File: src/pkg/hcb_pkg.sv
/*
  Package for the hardware configuration byte block: register offsets, field positions,
  reset values, mode and loader state types, and the brownout threshold figures.
  Assumes it is compiled ahead of every design file that imports it.
*/
package hcb_pkg;

  // special function register offsets seen by the core
  localparam logic [7:0] HCB_SFR_CFG_ADDR = 8'h93; // config_address_select
  localparam logic [7:0] HCB_SFR_CFG_DATA = 8'h94; // config_data_port

  // configuration space addresses of the two bytes
  localparam logic [7:0] HCB_CFG_BYTE_ZERO = 8'h7F; // config_byte_zero
  localparam logic [7:0] HCB_CFG_BYTE_ONE = 8'h7E; // config_byte_one

  // reset values
  localparam logic [7:0] HCB_RST_CFG_ADDR = 8'h00;
  localparam logic [7:0] HCB_RST_CFG_DATA = 8'h00;
  localparam logic [7:0] HCB_RST_BYTE = 8'hFF; // erased flash reads all ones
  localparam logic [7:0] HCB_ZERO_BYTE = 8'h00; // unmapped reads

  // config_byte_zero field positions
  localparam int HCB_B0_ACCESS_SECURITY = 7; // program_access_security
  localparam int HCB_B0_WRITE_LOCK = 6; // program_write_lock
  localparam int HCB_B0_SECTOR_LOCK = 5; // reset_sector_lock
  localparam int HCB_B0_BOOT_ROM = 4; // boot_rom_enable
  localparam int HCB_B0_WDOG_RESET = 3; // watchdog_reset_enable
  localparam int HCB_B0_DFLASH_MSB = 2; // data_flash_size
  localparam int HCB_B0_DFLASH_LSB = 0;

  // config_byte_one field positions
  localparam int HCB_B1_DIG_LEVEL_MSB = 7; // digital_brownout_level
  localparam int HCB_B1_DIG_LEVEL_LSB = 6;
  localparam int HCB_B1_ANA_LEVEL_MSB = 5; // analog_brownout_level
  localparam int HCB_B1_ANA_LEVEL_LSB = 4;
  localparam int HCB_B1_ANA_BO_DISABLE = 3; // analog_brownout_disable
  localparam int HCB_B1_DIG_BO_DISABLE = 2; // digital_brownout_disable
  localparam int HCB_B1_PORT0_GPIO = 1; // port0_gpio_select
  localparam int HCB_B1_PORT23_GPIO = 0; // port23_gpio_select

  // data flash size codes
  localparam logic [2:0] HCB_DFLASH_RESERVED = 3'h0;
  localparam logic [2:0] HCB_DFLASH_NONE = 3'h7;

  // brownout thresholds in millivolts, by level code
  localparam logic [12:0] HCB_BO_MV_CODE0 = 13'd4500;
  localparam logic [12:0] HCB_BO_MV_CODE1 = 13'd4200;
  localparam logic [12:0] HCB_BO_MV_CODE2 = 13'd2700;
  localparam logic [12:0] HCB_BO_MV_CODE3 = 13'd2500;

  // operating mode latched from the straps at reset
  typedef enum logic [2:0] {
    HCB_MODE_USER = 3'b001,
    HCB_MODE_SERIAL = 3'b010,
    HCB_MODE_PARALLEL = 3'b100
  } hcb_mode_t;

  // loader state
  typedef enum logic [2:0] {
    HCB_LD_CAP0 = 3'b001,
    HCB_LD_CAP1 = 3'b010,
    HCB_LD_RUN = 3'b100
  } hcb_load_t;

endpackage : hcb_pkg

File: src/design/hcb_top.sv
/*
  Hardware configuration byte block: latches the operating mode from the straps, loads the
  two bytes from non-volatile storage after reset, accepts programmer writes only in a flash
  programming mode, serves reads to the core through an address/data register pair, and
  drives the decoded device controls.
  Assumes storage returns read data in the same cycle as nv_rd_en and nv_rd_addr, and that the straps are
  stable while srst is high.
*/
`timescale 1ns/10ps
// Contract
// - bytes writable only in programming modes
// - 7Fh selects byte zero, 7Eh byte one
// - security clear blocks programming-mode flash access
// - program lock blocks user writes, beats sector
// - sector lock makes reset sector read-only
// - boot ROM enable bit
// - watchdog reset enable bit
// - data flash size code, 000 reserved
// - digital brownout threshold select
// - analog brownout threshold, same mapping
// - analog brownout reset disable bit
// - digital brownout reset disable bit
// - port 0 external bus with strobes
// - port 2 external addressing with strobes
// - leave programming mode only through reset
module hcb_top
  import hcb_pkg::*;
(
  input wire logic mclk,
  input wire logic srst,
  // mode straps sampled during reset
  input wire logic psen_strap,
  input wire logic ale_strap,
  // core special function register access
  input wire logic sfr_wr_en,
  input wire logic sfr_rd_en,
  input wire logic [7:0] sfr_addr,
  input wire logic [7:0] sfr_wdata,
  output logic [7:0] sfr_rdata,
  // programmer write port
  input wire logic prog_wr_en,
  input wire logic [7:0] prog_wr_addr,
  input wire logic [7:0] prog_wr_data,
  input wire logic mass_erase_done,
  // non-volatile storage
  output logic nv_rd_en,
  output logic [7:0] nv_rd_addr,
  input wire logic [7:0] nv_rd_data,
  output logic nv_wr_en,
  output logic [7:0] nv_wr_addr,
  output logic [7:0] nv_wr_data,
  // status
  output logic config_ready,
  output logic core_hold,
  output logic user_application_mode,
  output logic serial_prog_mode,
  output logic parallel_prog_mode,
  // decoded controls
  output logic flash_prog_blocked,
  output logic prog_mem_write_allow,
  output logic reset_sector_write_allow,
  output logic boot_rom_enable,
  output logic watchdog_reset_enable,
  output logic [2:0] data_flash_size,
  output logic data_flash_reserved,
  output logic data_flash_absent,
  output logic [12:0] digital_brownout_mv,
  output logic [12:0] analog_brownout_mv,
  output logic analog_brownout_reset_en,
  output logic digital_brownout_reset_en,
  output logic port0_ext_bus,
  output logic port2_ext_addr,
  output logic port3_strobes
);

  hcb_mode_t mode; // operating mode held from reset to reset
  hcb_load_t load_state; // loader progress
  logic [7:0] config_byte_zero; // shadow of the first byte
  logic [7:0] config_byte_one; // shadow of the second byte
  logic [7:0] config_address_select; // core-written selector
  logic [7:0] config_data_port; // selected byte as the core sees it
  logic [7:0] next_config_data_port; // value loaded each cycle
  logic prog_mode; // either programming mode
  logic user_mode; // user application mode
  logic prog_hit; // programmer write that is taken
  logic d_flash_prog_blocked; // decode results
  logic d_prog_mem_write_allow;
  logic d_reset_sector_write_allow;
  logic d_boot_rom_on;
  logic d_watchdog_reset_on;
  logic [2:0] d_data_flash_code;
  logic d_data_flash_reserved;
  logic d_data_flash_absent;
  logic [12:0] d_digital_bo_mv;
  logic [12:0] d_analog_bo_mv;
  logic d_analog_bo_reset_on;
  logic d_digital_bo_reset_on;
  logic d_port0_ext_bus;
  logic d_port2_ext_addr;
  logic d_port3_strobes;

  // strap decode used once at reset
  function automatic hcb_mode_t hcb_strap_mode(input logic psen, input logic ale);
    hcb_mode_t m;
    m = HCB_MODE_USER;
    if (!psen && ale) begin
      m = HCB_MODE_SERIAL;
    end else if (psen && !ale) begin
      m = HCB_MODE_PARALLEL;
    end
    return m;
  endfunction : hcb_strap_mode

  // mode flags
  assign prog_mode = (mode != HCB_MODE_USER);
  assign user_mode = (mode == HCB_MODE_USER);

  // programmer write is taken only once loaded and in a programming mode
  assign prog_hit = prog_wr_en & prog_mode & (load_state == HCB_LD_RUN) &
                    ((prog_wr_addr == HCB_CFG_BYTE_ZERO) | (prog_wr_addr == HCB_CFG_BYTE_ONE));

  // mode latch: reloaded only while reset is high, so no other path leaves a mode
  always_ff @(posedge mclk) begin
    if (srst) begin
      mode <= hcb_strap_mode(psen_strap, ale_strap);
    end
  end

  // loader sequence and shadow bytes
  always_ff @(posedge mclk) begin
    if (srst) begin
      // first read is issued while reset is still high
      load_state <= HCB_LD_CAP0;
      nv_rd_en <= 1'b1;
      nv_rd_addr <= HCB_CFG_BYTE_ZERO;
      config_byte_zero <= HCB_RST_BYTE;
      config_byte_one <= HCB_RST_BYTE;
    end else begin
      unique case (load_state)
        HCB_LD_CAP0: begin
          // capture byte zero, ask for byte one
          config_byte_zero <= nv_rd_data;
          nv_rd_addr <= HCB_CFG_BYTE_ONE;
          load_state <= HCB_LD_CAP1;
        end
        HCB_LD_CAP1: begin
          // capture byte one, loading done
          config_byte_one <= nv_rd_data;
          nv_rd_en <= 1'b0;
          load_state <= HCB_LD_RUN;
        end
        HCB_LD_RUN: begin
          if (mass_erase_done && prog_mode) begin
            // erased storage reads all ones, which lifts the security block but sets both write locks
            config_byte_zero <= HCB_RST_BYTE;
            config_byte_one <= HCB_RST_BYTE;
          end else if (prog_hit) begin
            // byte write from the programmer
            if (prog_wr_addr == HCB_CFG_BYTE_ZERO) begin
              config_byte_zero <= prog_wr_data;
            end else begin
              config_byte_one <= prog_wr_data;
            end
          end
        end
      endcase
    end
  end

  // storage write strobe follows a taken programmer write by one cycle
  always_ff @(posedge mclk) begin
    if (srst) begin
      nv_wr_en <= 1'b0;
      nv_wr_addr <= HCB_ZERO_BYTE;
      nv_wr_data <= HCB_ZERO_BYTE;
    end else begin
      nv_wr_en <= prog_hit && !mass_erase_done;
      if (prog_hit) begin
        nv_wr_addr <= prog_wr_addr;
        nv_wr_data <= prog_wr_data;
      end
    end
  end

  // status: core held until the bytes are in place
  always_ff @(posedge mclk) begin
    if (srst) begin
      config_ready <= 1'b0;
      core_hold <= 1'b1;
    end else begin
      config_ready <= (load_state == HCB_LD_CAP1) || config_ready;
      core_hold <= !((load_state == HCB_LD_CAP1) || config_ready);
    end
  end

  // mode outputs
  always_ff @(posedge mclk) begin
    if (srst) begin
      user_application_mode <= 1'b0;
      serial_prog_mode <= 1'b0;
      parallel_prog_mode <= 1'b0;
    end else begin
      user_application_mode <= user_mode;
      serial_prog_mode <= (mode == HCB_MODE_SERIAL);
      parallel_prog_mode <= (mode == HCB_MODE_PARALLEL);
    end
  end

  // address select register; writes to the data port are dropped
  always_ff @(posedge mclk) begin
    if (srst) begin
      config_address_select <= HCB_RST_CFG_ADDR;
    end else if (sfr_wr_en && sfr_addr == HCB_SFR_CFG_ADDR) begin
      config_address_select <= sfr_wdata;
    end
  end

  // data port source: a byte is visible only in user mode, never writable there
  always_comb begin
    next_config_data_port = HCB_ZERO_BYTE;
    if (user_mode) begin
      if (config_address_select == HCB_CFG_BYTE_ZERO) begin
        next_config_data_port = config_byte_zero;
      end else if (config_address_select == HCB_CFG_BYTE_ONE) begin
        next_config_data_port = config_byte_one;
      end
    end
  end

  // data port register tracks the selected byte
  always_ff @(posedge mclk) begin
    if (srst) begin
      config_data_port <= HCB_RST_CFG_DATA;
    end else begin
      config_data_port <= next_config_data_port;
    end
  end

  // read data, one cycle after the read strobe; unmapped offsets read zero
  always_ff @(posedge mclk) begin
    if (srst) begin
      sfr_rdata <= HCB_ZERO_BYTE;
    end else if (sfr_rd_en) begin
      if (sfr_addr == HCB_SFR_CFG_ADDR) begin
        sfr_rdata <= config_address_select;
      end else if (sfr_addr == HCB_SFR_CFG_DATA) begin
        sfr_rdata <= config_data_port;
      end else begin
        sfr_rdata <= HCB_ZERO_BYTE;
      end
    end
  end

  // field decode
  hcb_decode u_decode (
    .byte_zero(config_byte_zero),
    .byte_one(config_byte_one),
    .user_mode(user_mode),
    .prog_mode(prog_mode),
    .flash_prog_blocked(d_flash_prog_blocked),
    .prog_mem_write_allow(d_prog_mem_write_allow),
    .reset_sector_write_allow(d_reset_sector_write_allow),
    .boot_rom_on(d_boot_rom_on),
    .watchdog_reset_on(d_watchdog_reset_on),
    .data_flash_code(d_data_flash_code),
    .data_flash_reserved(d_data_flash_reserved),
    .data_flash_absent(d_data_flash_absent),
    .digital_bo_mv(d_digital_bo_mv),
    .analog_bo_mv(d_analog_bo_mv),
    .analog_bo_reset_on(d_analog_bo_reset_on),
    .digital_bo_reset_on(d_digital_bo_reset_on),
    .port0_ext_bus(d_port0_ext_bus),
    .port2_ext_addr(d_port2_ext_addr),
    .port3_strobes(d_port3_strobes)
  );

  // registered controls; reset shows the erased defaults
  always_ff @(posedge mclk) begin
    if (srst) begin
      flash_prog_blocked <= 1'b0;
      prog_mem_write_allow <= 1'b0;
      reset_sector_write_allow <= 1'b0;
      boot_rom_enable <= HCB_RST_BYTE[HCB_B0_BOOT_ROM];
      watchdog_reset_enable <= HCB_RST_BYTE[HCB_B0_WDOG_RESET];
      data_flash_size <= HCB_DFLASH_NONE;
      data_flash_reserved <= 1'b0;
      data_flash_absent <= 1'b1;
      digital_brownout_mv <= HCB_BO_MV_CODE3;
      analog_brownout_mv <= HCB_BO_MV_CODE3;
      analog_brownout_reset_en <= 1'b0;
      digital_brownout_reset_en <= 1'b0;
      port0_ext_bus <= 1'b0;
      port2_ext_addr <= 1'b0;
      port3_strobes <= 1'b0;
    end else begin
      flash_prog_blocked <= d_flash_prog_blocked;
      prog_mem_write_allow <= d_prog_mem_write_allow;
      reset_sector_write_allow <= d_reset_sector_write_allow;
      boot_rom_enable <= d_boot_rom_on;
      watchdog_reset_enable <= d_watchdog_reset_on;
      data_flash_size <= d_data_flash_code;
      data_flash_reserved <= d_data_flash_reserved;
      data_flash_absent <= d_data_flash_absent;
      digital_brownout_mv <= d_digital_bo_mv;
      analog_brownout_mv <= d_analog_bo_mv;
      analog_brownout_reset_en <= d_analog_bo_reset_on;
      digital_brownout_reset_en <= d_digital_bo_reset_on;
      port0_ext_bus <= d_port0_ext_bus;
      port2_ext_addr <= d_port2_ext_addr;
      port3_strobes <= d_port3_strobes;
    end
  end

endmodule : hcb_top

File: src/design/hcb_decode.sv
/*
  Combinational decode of the two configuration bytes into named device controls.
  Assumes the caller registers every output before it leaves the block.
*/
`timescale 1ns/10ps
module hcb_decode
  import hcb_pkg::*;
(
  input wire logic [7:0] byte_zero,
  input wire logic [7:0] byte_one,
  input wire logic user_mode,
  input wire logic prog_mode,
  output logic flash_prog_blocked,
  output logic prog_mem_write_allow,
  output logic reset_sector_write_allow,
  output logic boot_rom_on,
  output logic watchdog_reset_on,
  output logic [2:0] data_flash_code,
  output logic data_flash_reserved,
  output logic data_flash_absent,
  output logic [12:0] digital_bo_mv,
  output logic [12:0] analog_bo_mv,
  output logic analog_bo_reset_on,
  output logic digital_bo_reset_on,
  output logic port0_ext_bus,
  output logic port2_ext_addr,
  output logic port3_strobes
);

  // level code to threshold, shared by both supplies
  function automatic logic [12:0] hcb_level_mv(input logic [1:0] code);
    logic [12:0] mv;
    mv = HCB_BO_MV_CODE3;
    unique case (code)
      2'h0: mv = HCB_BO_MV_CODE0;
      2'h1: mv = HCB_BO_MV_CODE1;
      2'h2: mv = HCB_BO_MV_CODE2;
      2'h3: mv = HCB_BO_MV_CODE3;
    endcase
    return mv;
  endfunction : hcb_level_mv

  // field decode
  always_comb begin
    // security clear: programming mode sees no flash until mass erase
    flash_prog_blocked = prog_mode & ~byte_zero[HCB_B0_ACCESS_SECURITY];
    // program memory lock governs user writes and overrides the sector lock
    prog_mem_write_allow = user_mode & ~byte_zero[HCB_B0_WRITE_LOCK];
    reset_sector_write_allow = prog_mem_write_allow & ~byte_zero[HCB_B0_SECTOR_LOCK];
    boot_rom_on = byte_zero[HCB_B0_BOOT_ROM];
    watchdog_reset_on = byte_zero[HCB_B0_WDOG_RESET];
    data_flash_code = byte_zero[HCB_B0_DFLASH_MSB:HCB_B0_DFLASH_LSB];
    data_flash_reserved = (data_flash_code == HCB_DFLASH_RESERVED);
    data_flash_absent = (data_flash_code == HCB_DFLASH_NONE);
    digital_bo_mv = hcb_level_mv(byte_one[HCB_B1_DIG_LEVEL_MSB:HCB_B1_DIG_LEVEL_LSB]);
    analog_bo_mv = hcb_level_mv(byte_one[HCB_B1_ANA_LEVEL_MSB:HCB_B1_ANA_LEVEL_LSB]);
    analog_bo_reset_on = ~byte_one[HCB_B1_ANA_BO_DISABLE];
    digital_bo_reset_on = ~byte_one[HCB_B1_DIG_BO_DISABLE];
    port0_ext_bus = ~byte_one[HCB_B1_PORT0_GPIO];
    port2_ext_addr = ~byte_one[HCB_B1_PORT23_GPIO];
    // either external memory use takes the two strobe pins
    port3_strobes = port0_ext_bus | port2_ext_addr;
  end

endmodule : hcb_decode

File: config.mk
export PLATFORM = sky130hd
export DESIGN_NAME = hcb_top
export DESIGN_NICKNAME = d
export VERILOG_FILES = /design/src/pkg/hcb_pkg.sv /design/src/design/hcb_top.sv /design/src/design/hcb_decode.sv
export SDC_FILE = /design/constraint.sdc
export NUM_CORES = 1
export LEC_CHECK = 0
export BUFFER_PORTS_ARGS = -buffer_cell sky130_fd_sc_hd__buf_2
export CAP_MARGIN = 0
export CORE_MARGIN = 1
export CORE_UTILIZATION = 46
export DETAILED_ROUTE_END_ITERATION = 6
export PLACE_DENSITY = 0.75
export SLEW_MARGIN = 10
export SYNTH_ARGS = -nofsm -noshare
export SYNTH_HDL_FRONTEND = slang
export SYNTH_HIERARCHICAL = 1
export SYNTH_SLANG_ARGS = --single-unit
File: constraint.sdc
create_clock -name mclk -period 2.15 [get_ports mclk]
set_clock_uncertainty 0.05 [all_clocks]
set_input_delay 0.43 -clock mclk [delete_from_list [all_inputs] [get_ports mclk]]
set_output_delay 0.43 -clock mclk [all_outputs]
set_load 0.1 [all_outputs]
Word level (Yosys, flattened, before mapping). Cells that the tools add are included.

Bits in registers: 111. Input port bits: 48. Output and inout bits: 80. Word-level logic and storage cells: 106.

Equality and inequality tests: 23. Multiplexer cells: 16. Bitwise gates (word level): 16. Reductions and logical operators: 19.

Operator list (count): 13-bit one-hot mux with 4 select lines (2); 8-bit 2-to-1 mux (10); 8-bit by 7-bit == test with 1-bit output (second input constant) (4); 8-bit one-hot mux with 2 select lines (2); 8-bit == test (second input constant) (2); 3-bit == test (second input constant) (3); 2-bit == test (second input constant) (4); 1-bit inverter (8); 1-bit bitwise AND (6); 3-bit by 1-bit == test with 1-bit output (second input constant) (2); 3-bit by 2-bit == test with 1-bit output (second input constant) (2); 3-bit by 1-bit inequality test with 1-bit output (second input constant) (2); 3-bit one-hot mux with 2 select lines (1); 3-bit AND reduction (2); 2-bit nonzero test (3); 1-bit logical AND (5); 2-bit by 1-bit == test with 1-bit output (second input constant) (2); 1-bit logical NOT (4); 2-bit logical NOT (2); 3-bit logical NOT (1); 3-bit 2-to-1 mux (1); 3-bit by 2-bit inequality test with 1-bit output (second input constant) (1); 3-bit inequality test (second input constant) (1); 1-bit OR (2); other kinds (2) (2).

Depth between registers and ports, before layout.
Depth in word-level cells: 7. Gate-level depth with buffers: 7. Mapped depth without buffers: 5.

Modules after synthesis. Netlist, hierarchy kept.

By module, submodules not included: hcb_top (instances 1, cells each 383, area an instance 3968.8 µm², sequential area each 2252.2 µm²); hcb_decode (instances 1, cells each 51, area an instance 394.1 µm², sequential area each 0.0 µm²).

Least setup slack after synthesis. OpenSTA, ideal clock, no wires.

Path type: flip-flop to flip-flop. Start point: reg load_state[2]. End point: reg nv_wr_data[7]. Library setup time: 128 ps. Data arrival time: 1873 ps. Data required time: 1972 ps. Setup slack: 100 ps. Cell stages (with the launch flop): 7. Path buffers: 2. Period minus slack after synthesis: 2050 ps. Path through: dfxtp_1 > or3b_1 > buf_6 > nor4_4 > buf_6 > mux2i_1 > nor2_1.

Longest elaborated chain between the ends: 3.

Ends and longest elaborated chain: start, declared (RTL line hcb_top.sv:77) `hcb_load_t load_state;`; start signal, assigned (RTL line hcb_top.sv:133) `load_state <= HCB_LD_CAP0;`; start signal, assigned (RTL line hcb_top.sv:144) `load_state <= HCB_LD_CAP1;`; start signal, assigned (RTL line hcb_top.sv:150) `load_state <= HCB_LD_RUN;`; 3-bit == test (RTL line hcb_top.sv:119) `assign prog_hit = prog_wr_en & prog_mode & (load_state == HCB_LD_RUN) &`; 1-bit bitwise AND (2 in series) (RTL line hcb_top.sv:119); end signal, assigned (RTL line hcb_top.sv:180) `nv_wr_data <= prog_wr_data;`; end, declared (RTL line hcb_top.sv:51) `output logic [7:0] nv_wr_data,`.

Every way passes these cells. A chain may end at the register's enable or synchronous reset.

Final worst setup path.
Start point: reg mode[1]. End point: reg config_byte_one[1].

Longest elaborated chain between the ends: 6. Elaborated cells on any way between the ends: 10. Those cells by class: eq/ne (3); mux (2); bitwise (3); reduce/logical (2).

Ends and longest elaborated chain: start, declared (RTL line hcb_top.sv:76) `hcb_mode_t mode;`; start signal, assigned (RTL line hcb_top.sv:125) `mode <= hcb_strap_mode(psen_strap, ale_strap);`; 3-bit by 1-bit inequality test with 1-bit output * (RTL line hcb_top.sv:115) `assign prog_mode = (mode != HCB_MODE_USER);`; 1-bit bitwise AND (3 in series) (RTL line hcb_top.sv:119); 3-bit by 2-bit inequality test with 1-bit output (no line); 3-bit AND reduction (no line); end signal, assigned (RTL line hcb_top.sv:148) `config_byte_one <= nv_rd_data;`; end signal, assigned (RTL line hcb_top.sv:162) `config_byte_one <= prog_wr_data;`; end, declared (RTL line hcb_top.sv:79) `logic [7:0] config_byte_one;`.

Every way passes the cells marked *; elsewhere a longest branch is shown, timed or not.

==> impl_metrics.tcl <==
set metrics [dict create \
    fin_crit_sh_pct 87.9 \
    pwr-share-clk_pct 29.5 \
    grt_pass1_vias 2889 \
    ys.flop_type "dfxtp_1" \
    drive_above_1_share_pct 33.0 \
    r2r_start "mode[1]" \
    regToRegSetupSlack_ns 0.26 \
    worstMarginPinSlew_ns 0.949 \
    p_seq_share_pct 53.2 \
    ant_nets 0 \
    io_pins 128 \
    drtPass1Iterations 4 \
    hpwl_mm 6.22 \
    viasPerCell 4.75 \
    p_switching_mw 1.27 \
    synth_edf_count 3 \
    area_growth_pct 19.5 \
    setup-violations-final 0 \
    synth_area_leaders "dfxtp_1, mux2i_1, nor2_1" \
    drtIter0Drc 92 \
    chipHeight_microns 99.4 \
    clock_sinks 111 \
    timing.rr.end "config_byte_one[1]" \
    async_flop_share_pct 0 \
    start_util_pct 47.4 \
    yosysWarningCount 6 \
    grtUsageTotal_pct 17.2 \
    vias 3166 \
    dieWidth_microns 99.4 \
    powerDensity_nw_per_um2 792 \
    p_total_mw 4.13 \
    yosysTopAreaCellShare_pct 49.6 \
    clk_latency_ns 0.36 \
    arrival_ns 2.07 \
    syn_area_sq_um 4360 \
    num-fill-cells 828 \
    ff2ff_path_depth 5 \
    rsz0062_at_grt "no" \
    critPathKind "flip-flop to flip-flop" \
    clk_pin_slew_worst_paths_ns 0.10 \
    leakage_nw 2.35 \
    cts_resized 0 \
    yosysTopAreaCell "dfxtp_1" \
    avgSynthCellArea_sq_um 10.1 \
    row_count 35 \
    post_cts_buffers 0 \
    h-tree-depth 3 \
    clk_root_buffer_cell "clkbuf_8" \
    timing.hold.ws_ns 0.258 \
    diodes 0 \
    die-area_sq_um 9880 \
    finalWirelength_mm 8.36 \
    grt_overflow 0 \
    hold_violations 0 \
    slew_violations 0 \
    critPathLaunchType "flip-flop" \
    ys_types 42 \
    hp-class "input port to flip-flop" \
    antenna_found_initial 0 \
    grt_max_degree 38 \
    wire_per_inst_microns 12.6 \
    grt_pass1_wl_mm 13.5 \
    swShare_pct 30.8 \
    crit_fanout 8 \
    nNetsFinal 611 \
    status "completed" \
    max-vdd-ir-drop_v 0.000407 \
    yosysSeqAreaShare_pct 51.6 \
    p_comb_share_pct 17.3 \
    cp-startpoint "mode[1]" \
    ys_ff_latch 111 \
    synth_common_cells "dfxtp_1, nor2_1, nor2b_1" \
    slew_headroom_pct 36.6 \
    cts_hold_buf 0 \
    port_buffers 120 \
    fmaxAchievable_mhz 529 \
    core_sq_um 9200 \
    worstPathRequired_ns 2.33 \
    end_kind "flip-flop" \
    synth_cells 434 \
    p_int_mw 2.86 \
    cts_tree "built" \
    clk_path_buf_depth 2 \
    cts_buffers 9 \
    gp_congestion 0.800 \
    yosysMostFrequentCell "dfxtp_1" \
    setup-tns-final_ns 0 \
    maxCapViolCount 0 \
    drc 0 \
    period_needed_ns 1.89 \
    endpoint "config_byte_one[1]" \
]
-- placed cells by master, fill, tap and decap left out, types with 2 or more instances in the layout --
master    Yosys  routed
nand4_1       3       3
o21ba_2      10      10
ha_1         13      13
conb_1        3      13
inv_1        20      20
edfxtp_1      3       3
a22o_1        8       8
a21oi_1       9       9
nor4_1        2       2
or2_1         4       4
clkbuf_8      0      10
nor2b_1      37      37
buf_2         1     119
nand4b_1      3       3
nor3b_2       2       2
nor2_1       73      73
a211oi_1      8       8
or3b_2        2       2
dfxtp_1     108     108
inv_6         0       2
or2_2        17      17
buf_4        20      16
a22oi_1       8       8
nor3b_1       5       5
o211ai_1      2       2
mux2i_1      34      34
nor4b_1       2       2
nand2_1       4       4
nand2b_1      2       2
-- final cells by class --
class | instances | area [sq um] | area share, %
Sequential cell | 111 | 2250 | 43.2
Multi-Input combinational cell | 273 | 1830 | 35.1
Timing Repair Buffer | 135 | 716 | 13.7
Clock buffer | 12 | 166 | 3.19
Tap cell | 111 | 139 | 2.66
Inverter | 20 | 75.1 | 1.44
Clock inverter | 4 | 33.8 | 0.648
-- per-layer routing --
layer	vias up	GRT usage [%]	part of all wire (%)
li1	1628	-	-
met1	1445	23.2	48
met2	84	27.3	46
met3	9	3.30	5.0
met4	0	6.79	1.3
met5	-	0	0
-- critical path, stage by stage (launching register included) --
cell and delay, ns:
edfxtp_1 0.41, or3b_2 0.50, inv_1 0.21, nand2_1 0.10, o2111a_1 0.30, mux2i_1 0.18
-- power groups by stage --
stage,Sequential [mW],Combinational [mW],Clock [mW]
CTS,2.20,0.716,1.25
floorplan,2.55,0.284,0
global placement,2.24,0.705,0
detailed placement,2.25,0.714,0
finish,2.20,0.713,1.22
global route,2.21,0.752,1.33
-- kinds of logic (layout without fill, tap and decap cells) --
logic type,Yosys count,count (layout),synth area share (%)
simple gates,164,164,20.6
flops,111,111,51.6
buf+inv,60,171,7.26
compound gates,49,49,8.75
mux,34,34,7.80
fa+ha+maj,13,13,3.73
other cells,3,13,0.258
-- worst min-delay path by stage --
stage / depth (start not counted) / to / start
4_1_cts: 3 / config_address_select[5] / sfr_wdata[5]
3_5_place_dp: 1 / nv_rd_addr[0] / nv_rd_addr[0]
2_1_floorplan: 1 / parallel_prog_mode / mode[1]
3_3_place_gp: 1 / nv_rd_addr[0] / nv_rd_addr[0]
6_report: 3 / config_address_select[3] / sfr_wdata[3]
5_1_grt: 3 / config_address_select[5] / sfr_wdata[5]
-- per-stage QoR --
stage / setup WS, ns / utilization (%) / cell area (sq um) / instances
2_1_floorplan: 0.0998 / - / 4400 / 444
6_report: 0.260 / 56.7 / 5210 / 666
3_3_place_gp: 0.191 / 54.5 / 5010 / 650
5_1_grt: 0.118 / 56.7 / 5210 / 666
4_1_cts: 0.248 / 56.7 / 5210 / 666
3_5_place_dp: 0.145 / 54.5 / 5010 / 650
-- registers in the layout, summed over array words and instances, names as in the netlist, 8 cells and up --
name	cells
config_data_port	8
config_address_select	8
sfr_rdata	8
analog_brownout_mv	13
nv_wr_data	8
digital_brownout_mv	13
nv_wr_addr	8
config_byte_zero	8
config_byte_one	8
Power figures use the tool's default switching activity.
